==> src/uocs_pkg.sv <==
`default_nettype none
package uocs_pkg;
   // ------------------------------------------------------------
   // register byte addresses
   // ------------------------------------------------------------
   localparam logic [11:0] ADDR_LINE_STATUS = 12'h000;
   localparam logic [11:0] ADDR_CONTROL     = 12'h004;
   localparam logic [11:0] ADDR_FRAME_HIGH  = 12'h008;
   localparam logic [11:0] ADDR_TOKEN       = 12'h00c;
   localparam logic [11:0] ADDR_IRQ_STATUS  = 12'h010;
   localparam logic [11:0] ADDR_IRQ_MASK    = 12'h014;
   localparam logic [11:0] ADDR_MODE        = 12'h018;

   // ------------------------------------------------------------
   // field positions
   // ------------------------------------------------------------
   localparam int CABLE_BIT      = 7;
   localparam int STABLE_BIT     = 5;
   localparam int SESS_BIT       = 3;
   localparam int SESS_END_BIT   = 2;
   localparam int VBUS_BIT       = 0;
   localparam int JLINE_BIT      = 7;
   localparam int SE0_BIT        = 6;
   localparam int PKT_BIT        = 5;
   localparam int BUSRST_BIT     = 4;
   localparam int HOST_CAPABILITY_ENABLE_BIT     = 3;
   localparam int RESUME_BIT     = 2;
   localparam int PPCLR_BIT      = 1;
   localparam int ENABLE_BIT     = 0;
   // interrupt status bits
   localparam int IRQ_CABLE      = 0;
   localparam int IRQ_STABLE     = 1;
   localparam int IRQ_SESS       = 2;
   localparam int IRQ_TOKDONE    = 3;
   localparam int IRQ_SETUP      = 4;

   // ------------------------------------------------------------
   // reset values and token codes
   // ------------------------------------------------------------
   localparam logic [7:0] CONTROL_RESET = 8'h00;
   localparam logic [7:0] TOKEN_RESET   = 8'h00;
   localparam logic [4:0] IRQ_RESET     = 5'h00;
   localparam logic [3:0] PID_SETUP     = 4'hd;
   localparam logic [3:0] PID_IN        = 4'h9;
   localparam logic [3:0] PID_OUT       = 4'h1;

   // ------------------------------------------------------------
   // timing
   // ------------------------------------------------------------
   localparam int CLK_HZ         = 20_000_000;
   localparam int STABLE_TIME_US = 1000;
   localparam int STABLE_CYCLES  = (CLK_HZ / 1_000_000) * STABLE_TIME_US;
   localparam int EOP_TIME_NS    = 1330;
   localparam int EOP_CYCLES     = (EOP_TIME_NS * (CLK_HZ / 1_000_000) + 999) / 1000;

   typedef enum logic [1:0] {TOK_IDLE, TOK_RUN} uocs_tok_e;
endpackage : uocs_pkg
`default_nettype wire

==> src/uocs_top.sv <==
// What this block does
// - cable type flag reads 1 for no cable or B cable, 0 for A cable.
// - line-stable flag set only after SE0 and J unchanged for 1 ms.
// - session-valid flag follows VBUS above session threshold.
// - B-device session-end flag set while VBUS below session level.
// - A-device VBUS-valid flag set while VBUS above session level.
// - control bit 7 is live read-only J-state flag.
// - control bit 6 is live read-only SE0 flag.
// - device mode bit 5 disables packets; hardware sets it on SETUP token.
// - host mode bit 5 reads token busy while a token executes.
// - host mode bus reset bit drives USB reset while set.
// - host enable bit turns host on; every toggle resets host logic.
// - resume signalling while bit set; host appends low-speed EOP on clear.
// - upper three frame bits latched on each received SOF token.
// - token type codes SETUP 1101, IN 1001, OUT 0001 only.
// - bits 31 to 8 and unused low bits read zero.
//
// The register addresses and the APB interface to the registers were left to the implementer.
`timescale 1ns/1ps
`default_nettype none
module uocs_top
(
   // clock and reset
   input  wire logic        clk_i,
   input  wire logic        reset_n_i,
   // apb slave
   input  wire logic        psel_i,
   input  wire logic        penable_i,
   input  wire logic        pwrite_i,
   input  wire logic [11:0] paddr_i,
   input  wire logic [31:0] pwdata_i,
   output logic      [31:0] prdata_o,
   output logic             pready_o,
   output logic             pslverr_o,
   // line and cable inputs from pins
   input  wire logic        cable_id_i,
   input  wire logic        line_j_i,
   input  wire logic        line_se0_i,
   input  wire logic        vbus_sess_i,
   // protocol engine events
   input  wire logic        sof_rx_i,
   input  wire logic [2:0]  sof_frame_high_i,
   input  wire logic        setup_rx_i,
   input  wire logic        token_done_i,
   // protocol engine controls
   output logic             token_start_o,
   output logic [3:0]       token_pid_o,
   output logic [3:0]       token_ep_o,
   output logic             bus_reset_drive_o,
   output logic             resume_drive_o,
   output logic             eop_drive_o,
   output logic             host_logic_reset_o,
   output logic             host_mode_o,
   output logic             packet_processing_disable_o,
   output logic             module_enable_o,
   output logic             pingpong_pointer_clear_o,
   // interrupt
   output logic             irq_o
);
   // ------------------------------------------------------------
   // pin synchronisers
   // ------------------------------------------------------------
   logic [3:0] sync1_reg;
   logic [3:0] sync2_reg;
   // stage one is read only by stage two
   always_ff @(posedge clk_i or negedge reset_n_i)
   begin
      if (!reset_n_i)
      begin
         sync1_reg <= 4'h0;
         sync2_reg <= 4'h0;
      end
      else
      begin
         sync1_reg <= {cable_id_i, line_j_i, line_se0_i, vbus_sess_i};
         sync2_reg <= sync1_reg;
      end
   end
   wire cable_type_flag = sync2_reg[3];
   wire live_j_line_flag = sync2_reg[2];
   wire se0_line_flag = sync2_reg[1];
   wire vbus_above = sync2_reg[0];

   // ------------------------------------------------------------
   // bus decode
   // ------------------------------------------------------------
   wire acc      = psel_i && penable_i;
   wire wr       = acc && pwrite_i;
   wire hit_stat = (paddr_i == uocs_pkg::ADDR_LINE_STATUS);
   wire hit_ctl  = (paddr_i == uocs_pkg::ADDR_CONTROL);
   wire hit_frm  = (paddr_i == uocs_pkg::ADDR_FRAME_HIGH);
   wire hit_tok  = (paddr_i == uocs_pkg::ADDR_TOKEN);
   wire hit_ist  = (paddr_i == uocs_pkg::ADDR_IRQ_STATUS);
   wire hit_msk  = (paddr_i == uocs_pkg::ADDR_IRQ_MASK);
   wire hit_mode = (paddr_i == uocs_pkg::ADDR_MODE);
   wire hit_any  = hit_stat || hit_ctl || hit_frm || hit_tok || hit_ist || hit_msk || hit_mode;
   wire wr_ctl   = wr && hit_ctl;
   wire wr_tok   = wr && hit_tok;

   // ------------------------------------------------------------
   // line stability timer
   // ------------------------------------------------------------
   logic [1:0]  line_prev_reg;
   logic [14:0] stable_cnt_reg;
   logic        line_stable_reg;
   wire line_changed = (line_prev_reg != {live_j_line_flag, se0_line_flag});
   // any change restarts the 1 ms window
   always_ff @(posedge clk_i or negedge reset_n_i)
   begin
      if (!reset_n_i)
      begin
         line_prev_reg   <= 2'h0;
         stable_cnt_reg  <= 15'h0;
         line_stable_reg <= 1'b0;
      end
      else
      begin
         line_prev_reg <= {live_j_line_flag, se0_line_flag};
         if (line_changed)
         begin
            stable_cnt_reg  <= 15'h0;
            line_stable_reg <= 1'b0;
         end
         else if (stable_cnt_reg == 15'(uocs_pkg::STABLE_CYCLES - 1))
            line_stable_reg <= 1'b1;
         else
            stable_cnt_reg <= stable_cnt_reg + 15'h1;
      end
   end

   // ------------------------------------------------------------
   // control register
   // ------------------------------------------------------------
   logic       pkt_disable_reg;
   logic       bus_reset_reg;
   logic       host_en_reg;
   logic       resume_reg;
   logic       ppclr_reg;
   logic       enable_reg;
   logic       host_reset_reg;
   logic [2:0] frame_high_reg;
   wire host_toggle = wr_ctl && (pwdata_i[uocs_pkg::HOST_CAPABILITY_ENABLE_BIT] != host_en_reg);
   // setup arrival wins over a software clear in the same cycle
   always_ff @(posedge clk_i or negedge reset_n_i)
   begin
      if (!reset_n_i)
      begin
         pkt_disable_reg <= 1'b0;
         bus_reset_reg   <= 1'b0;
         host_en_reg     <= 1'b0;
         resume_reg      <= 1'b0;
         ppclr_reg       <= 1'b0;
         enable_reg      <= 1'b0;
         host_reset_reg  <= 1'b0;
         frame_high_reg  <= 3'h0;
      end
      else
      begin
         if (wr_ctl)
         begin
            pkt_disable_reg <= pwdata_i[uocs_pkg::PKT_BIT];
            bus_reset_reg   <= pwdata_i[uocs_pkg::BUSRST_BIT];
            host_en_reg     <= pwdata_i[uocs_pkg::HOST_CAPABILITY_ENABLE_BIT];
            resume_reg      <= pwdata_i[uocs_pkg::RESUME_BIT];
            ppclr_reg       <= pwdata_i[uocs_pkg::PPCLR_BIT];
            enable_reg      <= pwdata_i[uocs_pkg::ENABLE_BIT];
         end
         if (setup_rx_i && !host_en_reg)
            pkt_disable_reg <= 1'b1;
         host_reset_reg <= host_toggle;
         if (sof_rx_i)
            frame_high_reg <= sof_frame_high_i;
      end
   end

   // ------------------------------------------------------------
   // resume end-of-packet tail
   // ------------------------------------------------------------
   // wide enough for the whole low-speed eop time at this clock
   logic [4:0] eop_cnt_reg;
   wire resume_fall = wr_ctl && resume_reg && !pwdata_i[uocs_pkg::RESUME_BIT];
   // low-speed eop only follows resume when acting as host
   always_ff @(posedge clk_i or negedge reset_n_i)
   begin
      if (!reset_n_i)
         eop_cnt_reg <= 5'h00;
      else if (resume_fall && host_en_reg)
         eop_cnt_reg <= 5'(uocs_pkg::EOP_CYCLES);
      else if (eop_cnt_reg != 5'h00)
         eop_cnt_reg <= eop_cnt_reg - 5'h01;
   end

   // ------------------------------------------------------------
   // token engine
   // ------------------------------------------------------------
   uocs_pkg::uocs_tok_e tok_state_reg;
   logic [7:0] token_reg;
   logic       tok_start_reg;
   wire pid_ok = (pwdata_i[7:4] == uocs_pkg::PID_SETUP) || (pwdata_i[7:4] == uocs_pkg::PID_IN)
                 || (pwdata_i[7:4] == uocs_pkg::PID_OUT);
   wire tok_launch = wr_tok && host_en_reg && pid_ok && (tok_state_reg == uocs_pkg::TOK_IDLE);
   // a host enable toggle aborts any running token
   always_ff @(posedge clk_i or negedge reset_n_i)
   begin
      if (!reset_n_i)
      begin
         tok_state_reg <= uocs_pkg::TOK_IDLE;
         token_reg     <= uocs_pkg::TOKEN_RESET;
         tok_start_reg <= 1'b0;
      end
      else
      begin
         if (wr_tok)
            token_reg <= pwdata_i[7:0];
         tok_start_reg <= tok_launch;
         if (host_toggle)
            tok_state_reg <= uocs_pkg::TOK_IDLE;
         else
            case (tok_state_reg)
               uocs_pkg::TOK_IDLE: if (tok_launch) tok_state_reg <= uocs_pkg::TOK_RUN;
               uocs_pkg::TOK_RUN:  if (token_done_i) tok_state_reg <= uocs_pkg::TOK_IDLE;
               default:            tok_state_reg <= uocs_pkg::TOK_IDLE;
            endcase
      end
   end
   wire tok_busy = (tok_state_reg == uocs_pkg::TOK_RUN);

   // ------------------------------------------------------------
   // interrupts
   // ------------------------------------------------------------
   logic [4:0] irq_stat_reg;
   logic [4:0] irq_mask_reg;
   logic [2:0] flags_prev_reg;
   wire [2:0] flags_now = {vbus_above, line_stable_reg, cable_type_flag};
   wire [4:0] irq_event = {setup_rx_i && !host_en_reg, tok_busy && token_done_i,
                           flags_now ^ flags_prev_reg};
   wire [4:0] irq_clr = (wr && hit_ist) ? pwdata_i[4:0] : 5'h00;
   // set beats clear when both land together
   always_ff @(posedge clk_i or negedge reset_n_i)
   begin
      if (!reset_n_i)
      begin
         irq_stat_reg   <= uocs_pkg::IRQ_RESET;
         irq_mask_reg   <= uocs_pkg::IRQ_RESET;
         flags_prev_reg <= 3'h0;
      end
      else
      begin
         irq_stat_reg   <= (irq_stat_reg & ~irq_clr) | irq_event;
         flags_prev_reg <= flags_now;
         if (wr && hit_msk)
            irq_mask_reg <= pwdata_i[4:0];
      end
   end

   // ------------------------------------------------------------
   // read data
   // ------------------------------------------------------------
   wire [7:0] stat_byte = {cable_type_flag, 1'b0, line_stable_reg, 1'b0,
                           vbus_above, !vbus_above, 1'b0, vbus_above};
   wire bit5 = host_en_reg ? tok_busy : pkt_disable_reg;
   wire [7:0] ctl_byte = {live_j_line_flag, se0_line_flag, bit5, bus_reset_reg,
                          host_en_reg, resume_reg, ppclr_reg, enable_reg};
   // upper bits always read zero
   wire [7:0] rd_byte = hit_stat ? stat_byte :
                        hit_ctl  ? ctl_byte :
                        hit_frm  ? {5'h00, frame_high_reg} :
                        hit_tok  ? token_reg :
                        hit_ist  ? {3'h0, irq_stat_reg} :
                        hit_msk  ? {3'h0, irq_mask_reg} :
                        hit_mode ? {7'h00, host_en_reg} : 8'h00;
   always_ff @(posedge clk_i or negedge reset_n_i)
   begin
      if (!reset_n_i)
         prdata_o <= 32'h0;
      else if (psel_i && !penable_i && !pwrite_i)
         prdata_o <= {24'h000000, rd_byte};
   end
   assign pready_o  = 1'b1;
   assign pslverr_o = acc && !hit_any;

   // ------------------------------------------------------------
   // outputs
   // ------------------------------------------------------------
   assign token_start_o               = tok_start_reg;
   assign token_pid_o                 = token_reg[7:4];
   assign token_ep_o                  = token_reg[3:0];
   assign bus_reset_drive_o           = bus_reset_reg && host_en_reg;
   assign resume_drive_o              = resume_reg;
   assign eop_drive_o                 = (eop_cnt_reg != 5'h00);
   assign host_logic_reset_o          = host_reset_reg;
   assign host_mode_o                 = host_en_reg;
   assign packet_processing_disable_o = pkt_disable_reg && !host_en_reg;
   assign module_enable_o             = enable_reg;
   assign pingpong_pointer_clear_o    = ppclr_reg;
   assign irq_o                       = |(irq_stat_reg & irq_mask_reg);
endmodule : uocs_top
`default_nettype wire

==> config.mk <==
export PLATFORM = sky130hd
export DESIGN_NAME = uocs_top
export DESIGN_NICKNAME = d
export VERILOG_FILES = /design/src/uocs_pkg.sv /design/src/uocs_top.sv
export SDC_FILE = /design/constraint.sdc
export NUM_CORES = 1
export LEC_CHECK = 0
export ABC_AREA = 0
export BUFFER_PORTS_ARGS = -buffer_cell sky130_fd_sc_hd__buf_4
export CORE_ASPECT_RATIO = 1.4
export CORE_MARGIN = 5
export CORE_UTILIZATION = 45
export DETAILED_ROUTE_END_ITERATION = 8
export PLACE_DENSITY_LB_ADDON = 0.25
export SYNTH_ARGS = -nofsm -noshare
export SYNTH_HDL_FRONTEND = slang
export SYNTH_SLANG_ARGS = --single-unit
==> constraint.sdc <==
create_clock -name clk_i -period 2.4 [get_ports clk_i]
set_clock_uncertainty 0.05 [all_clocks]
set_input_delay 0.36 -clock clk_i [delete_from_list [all_inputs] [get_ports clk_i]]
set_output_delay 0.36 -clock clk_i [all_outputs]
set_load 0.02 [all_outputs]
# Word level (Yosys, flattened, before mapping)
# Cells that the tools add are included.
[word_totals]
reg_bits = 73
inputBits = 59
out_inout_bits = 52
word_cells = 107
[op_classes]
n_addsub = 2
eq_ne = 16
muxes = 21
n_bitwise = 5
n_reduce_logical = 42
[op_table]
columns = ["operator", "count"]
rows = [
  ["12-bit by 5-bit == test with 1-bit output (second input constant)", 3],
  ["8-bit two-way mux", 4],
  ["15-bit two-way mux", 2],
  ["5-bit two-way mux", 5],
  ["12-bit by 4-bit == test with 1-bit output (second input constant)", 2],
  ["1-bit logical AND", 20],
  ["15-bit by 1-bit adder with 15-bit output (second input constant)", 1],
  ["15-bit == test (second input constant)", 1],
  ["12-bit by 3-bit == test with 1-bit output (second input constant)", 1],
  ["12-bit logical NOT", 1],
  ["5-bit bitwise AND", 2],
  ["4-bit == test (second input constant)", 2],
  ["1-bit logical OR", 8],
  ["1-bit logical NOT", 6],
  ["1-bit two-way mux", 6],
  ["2-bit two-way mux", 3],
  ["3-bit != test (second input constant)", 2],
  ["2-bit nonzero test", 3],
  ["5-bit NOT", 1],
  ["5-bit OR", 1],
  ["5-bit nonzero test", 1],
  ["5-bit OR reduction", 1],
  ["5-bit by 1-bit subtractor with 5-bit output (second input constant)", 1],
  ["4-bit by 1-bit == test with 1-bit output (second input constant)", 1],
  ["other kinds (8)", 8],
]

# Longest topological paths before layout
# Gate-level depths: netlist of run 1.
[logic_depth]
ltp_word = 9
ltp_mapped = 7
mapped_depth_nobuf = 6

# Worst setup path after synthesis of run 1
# OpenSTA, ideal clock, no wires.
[synth_timing]
path_type = "in2reg"
from = "input port paddr_i[9]"
to = "register irq_mask_reg[0]"
setup_ps = 125
arrival_time_ps = 1766
required_time_ps = 2225
slack_ps = 459
stages = 5
path_buffers = 1
cell_sequence = "or4_4 -> nor3_4 -> and4_1 -> buf_4 -> mux2_2"
[synth_via]
elab_chain_cells = 2
[synth_lines]
columns = ["element", "line", "rtl"]
rows = [
  ["from (decl)", "uocs_top.sv:30", "input wire logic [11:0] paddr_i,"],
  ["12-bit by 5-bit == test with 1-bit output", "uocs_top.sv:94", "wire hit_msk = (paddr_i == uocs_pkg::ADDR_IRQ_MASK);"],
  ["1-bit logical AND", "uocs_top.sv:251", "if (wr && hit_msk)"],
  ["to (signal assigned)", "uocs_top.sv:244", "irq_mask_reg <= uocs_pkg::IRQ_RESET;"],
  ["to (signal assigned)", "uocs_top.sv:252", "irq_mask_reg <= pwdata_i[4:0];"],
  ["to (decl)", "uocs_top.sv:232", "logic [4:0] irq_mask_reg;"],
]
# Every way passes these cells.
# A chain may end at the register's enable or synchronous reset.

# Final worst setup path of run 1
[layout_timing]
from = "register eop_cnt_reg[0]"
to = "output port eop_drive_o"
[layout_via]
elab_chain_cells = 1
[layout_lines]
columns = ["element", "line", "rtl"]
rows = [
  ["from (decl)", "uocs_top.sv:180", "logic [4:0] eop_cnt_reg;"],
  ["from (signal assigned)", "uocs_top.sv:188", "eop_cnt_reg <= 5'(uocs_pkg::EOP_CYCLES);"],
  ["from (signal assigned)", "uocs_top.sv:190", "eop_cnt_reg <= eop_cnt_reg - 5'h01;"],
  ["5-bit nonzero test", "uocs_top.sv:290", "assign eop_drive_o = (eop_cnt_reg != 5'h00);"],
  ["to (decl)", "uocs_top.sv:51", "output logic eop_drive_o,"],
]
# Every way passes these cells.

==> run metrics, run 1 <==
Filler cells roughly 700; std cell rows 38; synthesized area approximately 3600 um2; Synth area leader dfrtp_1; RSZ-0062 raised after global routing no; Final Slew Violations 0; Residual DRC 0; clock slew at reported path FFs 80 ps; final worst path period share 0.9501; first-pass GRT wire length between 10 and 15 mm; WP buf/inv 2; Sequential Area approximately 1800 um2; Sequential Power Share 0.487; arrival time worst endpoint 1870 ps; VDD IR max 0.0006006 V; Vias between 2000 and 3000; die footprint 9923 um2; final setup TNS 0 ps; max reg flops 15; CP Launch Point eop_cnt_reg[0]; worst r2r src stable_cnt_reg[0]; Final Instance Area approximately 4300 um2; critical-path cell list inv_1 -> ha_1 -> or4b_2 -> buf_4; Max Cap Violations 0; Ys Warns 0; CTS Sinks 72; Pint roughly 2.0 mW; Max Freq around 0.44 GHz; final critical-path required period between 2000 and 2500 ps; CP max FO 6; gr ovfl total 0; Synth cell types 57; Worst Hold Class in2reg; share of layout cells above drive strength 1 0.2778; Area growth syn-to-layout 20.38%; Synth async-reset ratio 1.000; RD Place Congestion between 0.8 and 0.9; Placed Area about 4100 um2; port bufs 61; min-delay src vbus_sess_i; Multi-input gate area 1607 um2; Cells after DPL a little under 500; Worst EP required a little under 2000 ps; clock network fraction of total power 0.414; Pwr per Cell Area around 600 nW/um2; CP max stage cell or4b_2; Worst setup SP type flip-flop; Area contributors post-synth dfrtp_1 (50%), mux2_2 (6.3%), buf_4 (5.6%); worst hold slack ~63 ps; crit path kind reg2out; CP endpoint kind output pin; status completed; register area share after synthesis 0.5000; EDFF count, synth 0; number of CTS-inserted buffers 9; detailed placer's ending HPWL approximately 6.6 mm; fin cells about 510; First DRT Iteration DRCs roughly 190; Worst-Skew Late Latency roughly 350 ps; Max Root-Sink Buffers 2; Resize count post-CTS 0; FF+latch count, synth slightly above 70; vias in the first global route about 2900; diodes inserted 0; CTS root buffer clkbuf_8; DRT Wirelength between 8 and 9 mm; post-DR wirelength/cell roughly 17 um; Layout Nets around 470; area share of the largest cell type after synthesis 0.5000; drt pass-1 iters 4; CTS tree done; die width about 86 um; initial antenna violation count 0; initial core utilization 0.4621; Via density between 5 and 6; most frequent cells in the layout dfrtp_1 (72), buf_4 (72), nor2_1 (26), conb_1 (25), nand2_1 (22); final core occ 0.5563; Synth Flop Type dfrtp_1; Post-Syn Instances around 340; GRT Total Usage 0.1877; largest delay contributor family on the critical path simple AND/OR/NAND/NOR gates; post-route ant nets 0; final hold viol count 0; # setup viols final 0; Worst path max stage delay roughly 670 ps; Switching Power between 0.6 and 0.7 mW; htree depth 3; core area 7797 um2; Leakage 2.077 nW; IO Pins ~110; Die H 115.9 um; mean post-synth cell area around 11 um2; Gate power share 0.099; largest net degree at the start of global routing 37; switching share of power 0.2476
==> stage by stage <==
stage	power (mW)	worst slack [ps]
6_report	2.605	119.8
5_1_grt	2.718	29.97
4_1_cts	2.631	91.66
3_5_place_dp	1.551	152.9
3_3_place_gp	1.546	168.0
2_1_floorplan	1.446	459.0
==> synthesized netlist by cell type, types with 2 or more instances <==
cell and count:
a21boi_0 2, a21o_1 4, a21oi_1 16, a221oi_1 4, a22o_1 3, a31oi_1 2, a32oi_1 3, and2_1 5
and3_1 7, and4_1 9, buf_2 2, buf_4 27, clkbuf_1 9, conb_1 2, dfrtp_1 72, ha_1 3
inv_1 7, mux2_2 20, mux2i_1 4, nand2_1 22, nand2b_1 3, nand3_1 15, nand4_1 7, nor2_1 26
nor2b_1 4, nor3_1 3, nor4_1 3, o21ai_0 7, o22ai_1 2, o31ai_1 3, or3_1 4, or4_1 3
or4_4 2, xnor2_1 5, xor2_1 10
==> kinds of logic after synthesis <==
group	count (synthesis)	synth area share
buffers and inverters	47	0.07812
and+or+nand+nor	123	0.1931
AOI/OAI and AO/OA	56	0.1063
muxes	24	0.07361
other	2	0.002084
adders and majority gates	3	0.01042
DFF	72	0.5000
xor gates and xnor gates	15	0.03646
==> power by group through the flow <==
| stage | combinational (mW) | clock (mW) | sequential, mW |
|---|---|---|---|
| 2_1_floorplan | 0.143 | 0 | 1.30 |
| 3_3_place_gp | 0.256 | 0 | 1.29 |
| 3_5_place_dp | 0.259 | 0 | 1.29 |
| 4_1_cts | 0.261 | 1.10 | 1.27 |
| 5_1_grt | 0.285 | 1.16 | 1.27 |
| 6_report | 0.259 | 1.08 | 1.27 |
==> area by class of cell <==
class                      count  share of cell area
tap                          100             0.02884
clock inverter                 6             0.02077
clock buffer                  10             0.03173
inverter                       7            0.006057
multi-input combinational    246              0.3703
sequential                    72              0.4153
timing repair buffer          73              0.1269
==> timing repair <==
item	4_1_cts	5_1_grt
hold buffers	1	0
setup buffers	0	0
hold endpoints to repair	33	0
==> final timing paths <==
path	to	slack, ps	cells after the start
worst max-delay path	eop_drive_o	120	4
worst min-delay path	sync1_reg[0]	60	1
worst max register to register	stable_cnt_reg[13]	300	5
worst min register to register	sync2_reg[3]	300	0
max in group asynchronous	stable_cnt_reg[11]	1230	3
min in group asynchronous	eop_cnt_reg[2]	450	2
==> routing by layer <==
layer  global-route usage  routed length (um)  up-vias
li1                     -                   -     1326
met1               0.2264                3509     1371
met2               0.3112                4369      115
met3              0.04694                 529       20
met4              0.09504                 297        0
met5                    0                   0        -
No activity file was read; power rests on OpenSTA's default activity.
==> run 2, diff against run 1 <==
--- a/config.mk
+++ b/config.mk
@@ -9,7 +9,7 @@
 export BUFFER_PORTS_ARGS = -buffer_cell sky130_fd_sc_hd__buf_4
 export CORE_ASPECT_RATIO = 1.4
 export CORE_MARGIN = 5
-export CORE_UTILIZATION = 45
+export CORE_UTILIZATION = 35
 export DETAILED_ROUTE_END_ITERATION = 8
 export PLACE_DENSITY_LB_ADDON = 0.25
 export SYNTH_ARGS = -nofsm -noshare
==> run metrics, run 2 (same netlist as run 1, synthesis figures left out) <==
htree depth 3 (unchanged); CTS root buffer clkbuf_16; Worst-Skew Late Latency 330 ps (-20 ps); crit path kind reg2out; final critical-path required period 2283 ps (+2.558 ps); Pint 2.132 mW (+8.8%); post-DR wirelength/cell 16.78 um (-0.91%); Max Root-Sink Buffers 2 (unchanged); Leakage 2.110 nW (+1.6%); First DRT Iteration DRCs 112 (-41%); Worst Hold Class in2async; final core occ 0.4450 (-0.1113); share of layout cells above drive strength 1 0.2795 (+0.001740); max reg flops 15 (unchanged); # setup viols final 0 (unchanged); Area growth syn-to-layout 23.58%; DRT Wirelength 9.230 mm (+6.0%); most frequent cells in the layout buf_4 (74), dfrtp_1 (72), nor2_1 (26), conb_1 (25), nand2_1 (22); post-route ant nets 0 (unchanged); RD Place Congestion 0.8313 (-0.86%); Sequential Power Share 0.451 (-0.036); arrival time worst endpoint 1870 ps (about the same); final setup TNS 0 ps (unchanged); Max Cap Violations 0 (unchanged); CP endpoint kind output pin; Filler cells 982 (+36%); IO Pins 111 (unchanged); most common cell after layout, fill and taps aside buf_4; Switching Power 0.6848 mW (+6.2%); GRT Total Usage 0.1544 (-0.03325); Die H 130.1 um (+12%); gr ovfl total 0 (unchanged); CP max stage cell or4b_2; Worst path max stage delay 690 ps (+20 ps); Pwr per Cell Area 632.7 nW/um2 (+5.4%); initial antenna violation count 0 (unchanged); core area 10010 um2 (+28%); die width 95.76 um (+12%); CTS tree done; Vias 2736 (-3.4%); number of CTS-inserted buffers 9 (unchanged); port bufs 61 (unchanged); Resize count post-CTS 0 (unchanged); vias in the first global route 2830 (-1.5%); Sequential Area 1802 um2 (unchanged); Worst setup SP type flip-flop; CTS Sinks 72 (unchanged); Residual DRC 0 (unchanged); critical-path cell list inv_1 -> ha_1 -> or4b_2 -> buf_4; Layout Nets 472 (+0.21%); drt pass-1 iters 4 (unchanged); RSZ-0062 raised after global routing no; WP buf/inv 2 (unchanged); final hold viol count 12 (+12); CP max FO 6 (unchanged); CTS Hold Bufs 0 (-1); die footprint 12450 um2 (+26%); detailed placer's ending HPWL 6.918 mm (+4.8%); failing checks hold timing; Levels on crit path 4 (unchanged); Multi-input gate area 1607 um2 (unchanged); diodes inserted 0 (unchanged); worst hold slack -10.15 ps (-72.72 ps); largest delay contributor family on the critical path simple AND/OR/NAND/NOR gates; Final Slew Violations 0 (unchanged); clock slew at reported path FFs 60 ps (-20 ps); VDD IR max 0.0004680 V (-22%); pre-CTS WS 188.5 ps (+35.59 ps); std cell rows 43 (+13%); Slew headroom 0.5913; setup bufs post-CTS 0 (unchanged); switching share of power 0.2431 (-0.004548); Worst EP required 1990 ps (about the same); Max Freq 0.4381 GHz (-0.11%); largest net degree at the start of global routing 47 (+27%); final worst path period share 0.9512 (+0.001066); clock network fraction of total power 0.457 (+0.043); Slew @ Worst Pin between 600 and 700 ps; worst setup margin 117.2 ps (-2.558 ps); Via density 4.975 (-9.7%); Gate power share 0.092 (-0.007); first-pass GRT wire length 14.59 mm (+1.5%); worst r2r path cells 5 (unchanged); initial core utilization 0.3601 (-0.1020); Power, Total 2.817 mW (+8.2%); status complete, but fails checks
## run 2: through the flow
| stage | area [um2] | cells |
|---|---|---|
| 5_1_grt | 4453 | 550 |
| 6_report | 4453 | 550 |
| 4_1_cts | 4453 | 550 |
| 2_1_floorplan | 3690 | 365 |
| 3_5_place_dp | 4159 | 534 |
| 3_3_place_gp | 4159 | 534 |
## run 2: routing by layer
metal  GRT usage  vias to the layer above  routed length (um)
li1            -                     1317                   -
met1      0.1917                     1319                3899
met2      0.2588                       86                4653
met3     0.03518                       14                 480
met4     0.06030                        0                 197
met5           0                        -                   0
## run 2: path summary, 6_finish.rpt
check                               endpoint         startpoint  slack, ps
min                           eop_cnt_reg[2]          reset_n_i        -10
min reg2reg                     sync2_reg[1]       sync1_reg[1]        300
max                              eop_drive_o     eop_cnt_reg[0]        120
min in group clk_i              sync1_reg[3]         cable_id_i         90
max in group asynchronous    irq_stat_reg[0]          reset_n_i       1700
max reg2reg                stable_cnt_reg[7]  stable_cnt_reg[0]        330
## run 2: area by class of cell
class | count | share of cell area
multi-input combinational | 246 | 0.3608
inverter | 7 | 0.005901
timing repair buffer | 74 | 0.1248
clock buffer | 13 | 0.06069
sequential | 72 | 0.4046
clock inverter | 3 | 0.005339
tap | 135 | 0.03793
## run 2: power groups by stage
stage	Clock [mW]	Sequential (mW)	Combinational, mW
finish	1.29	1.27	0.258
global route	1.37	1.27	0.283
CTS	1.32	1.27	0.262
detailed placement	0	1.29	0.261
global placement	0	1.29	0.256
floorplan	0	1.30	0.143
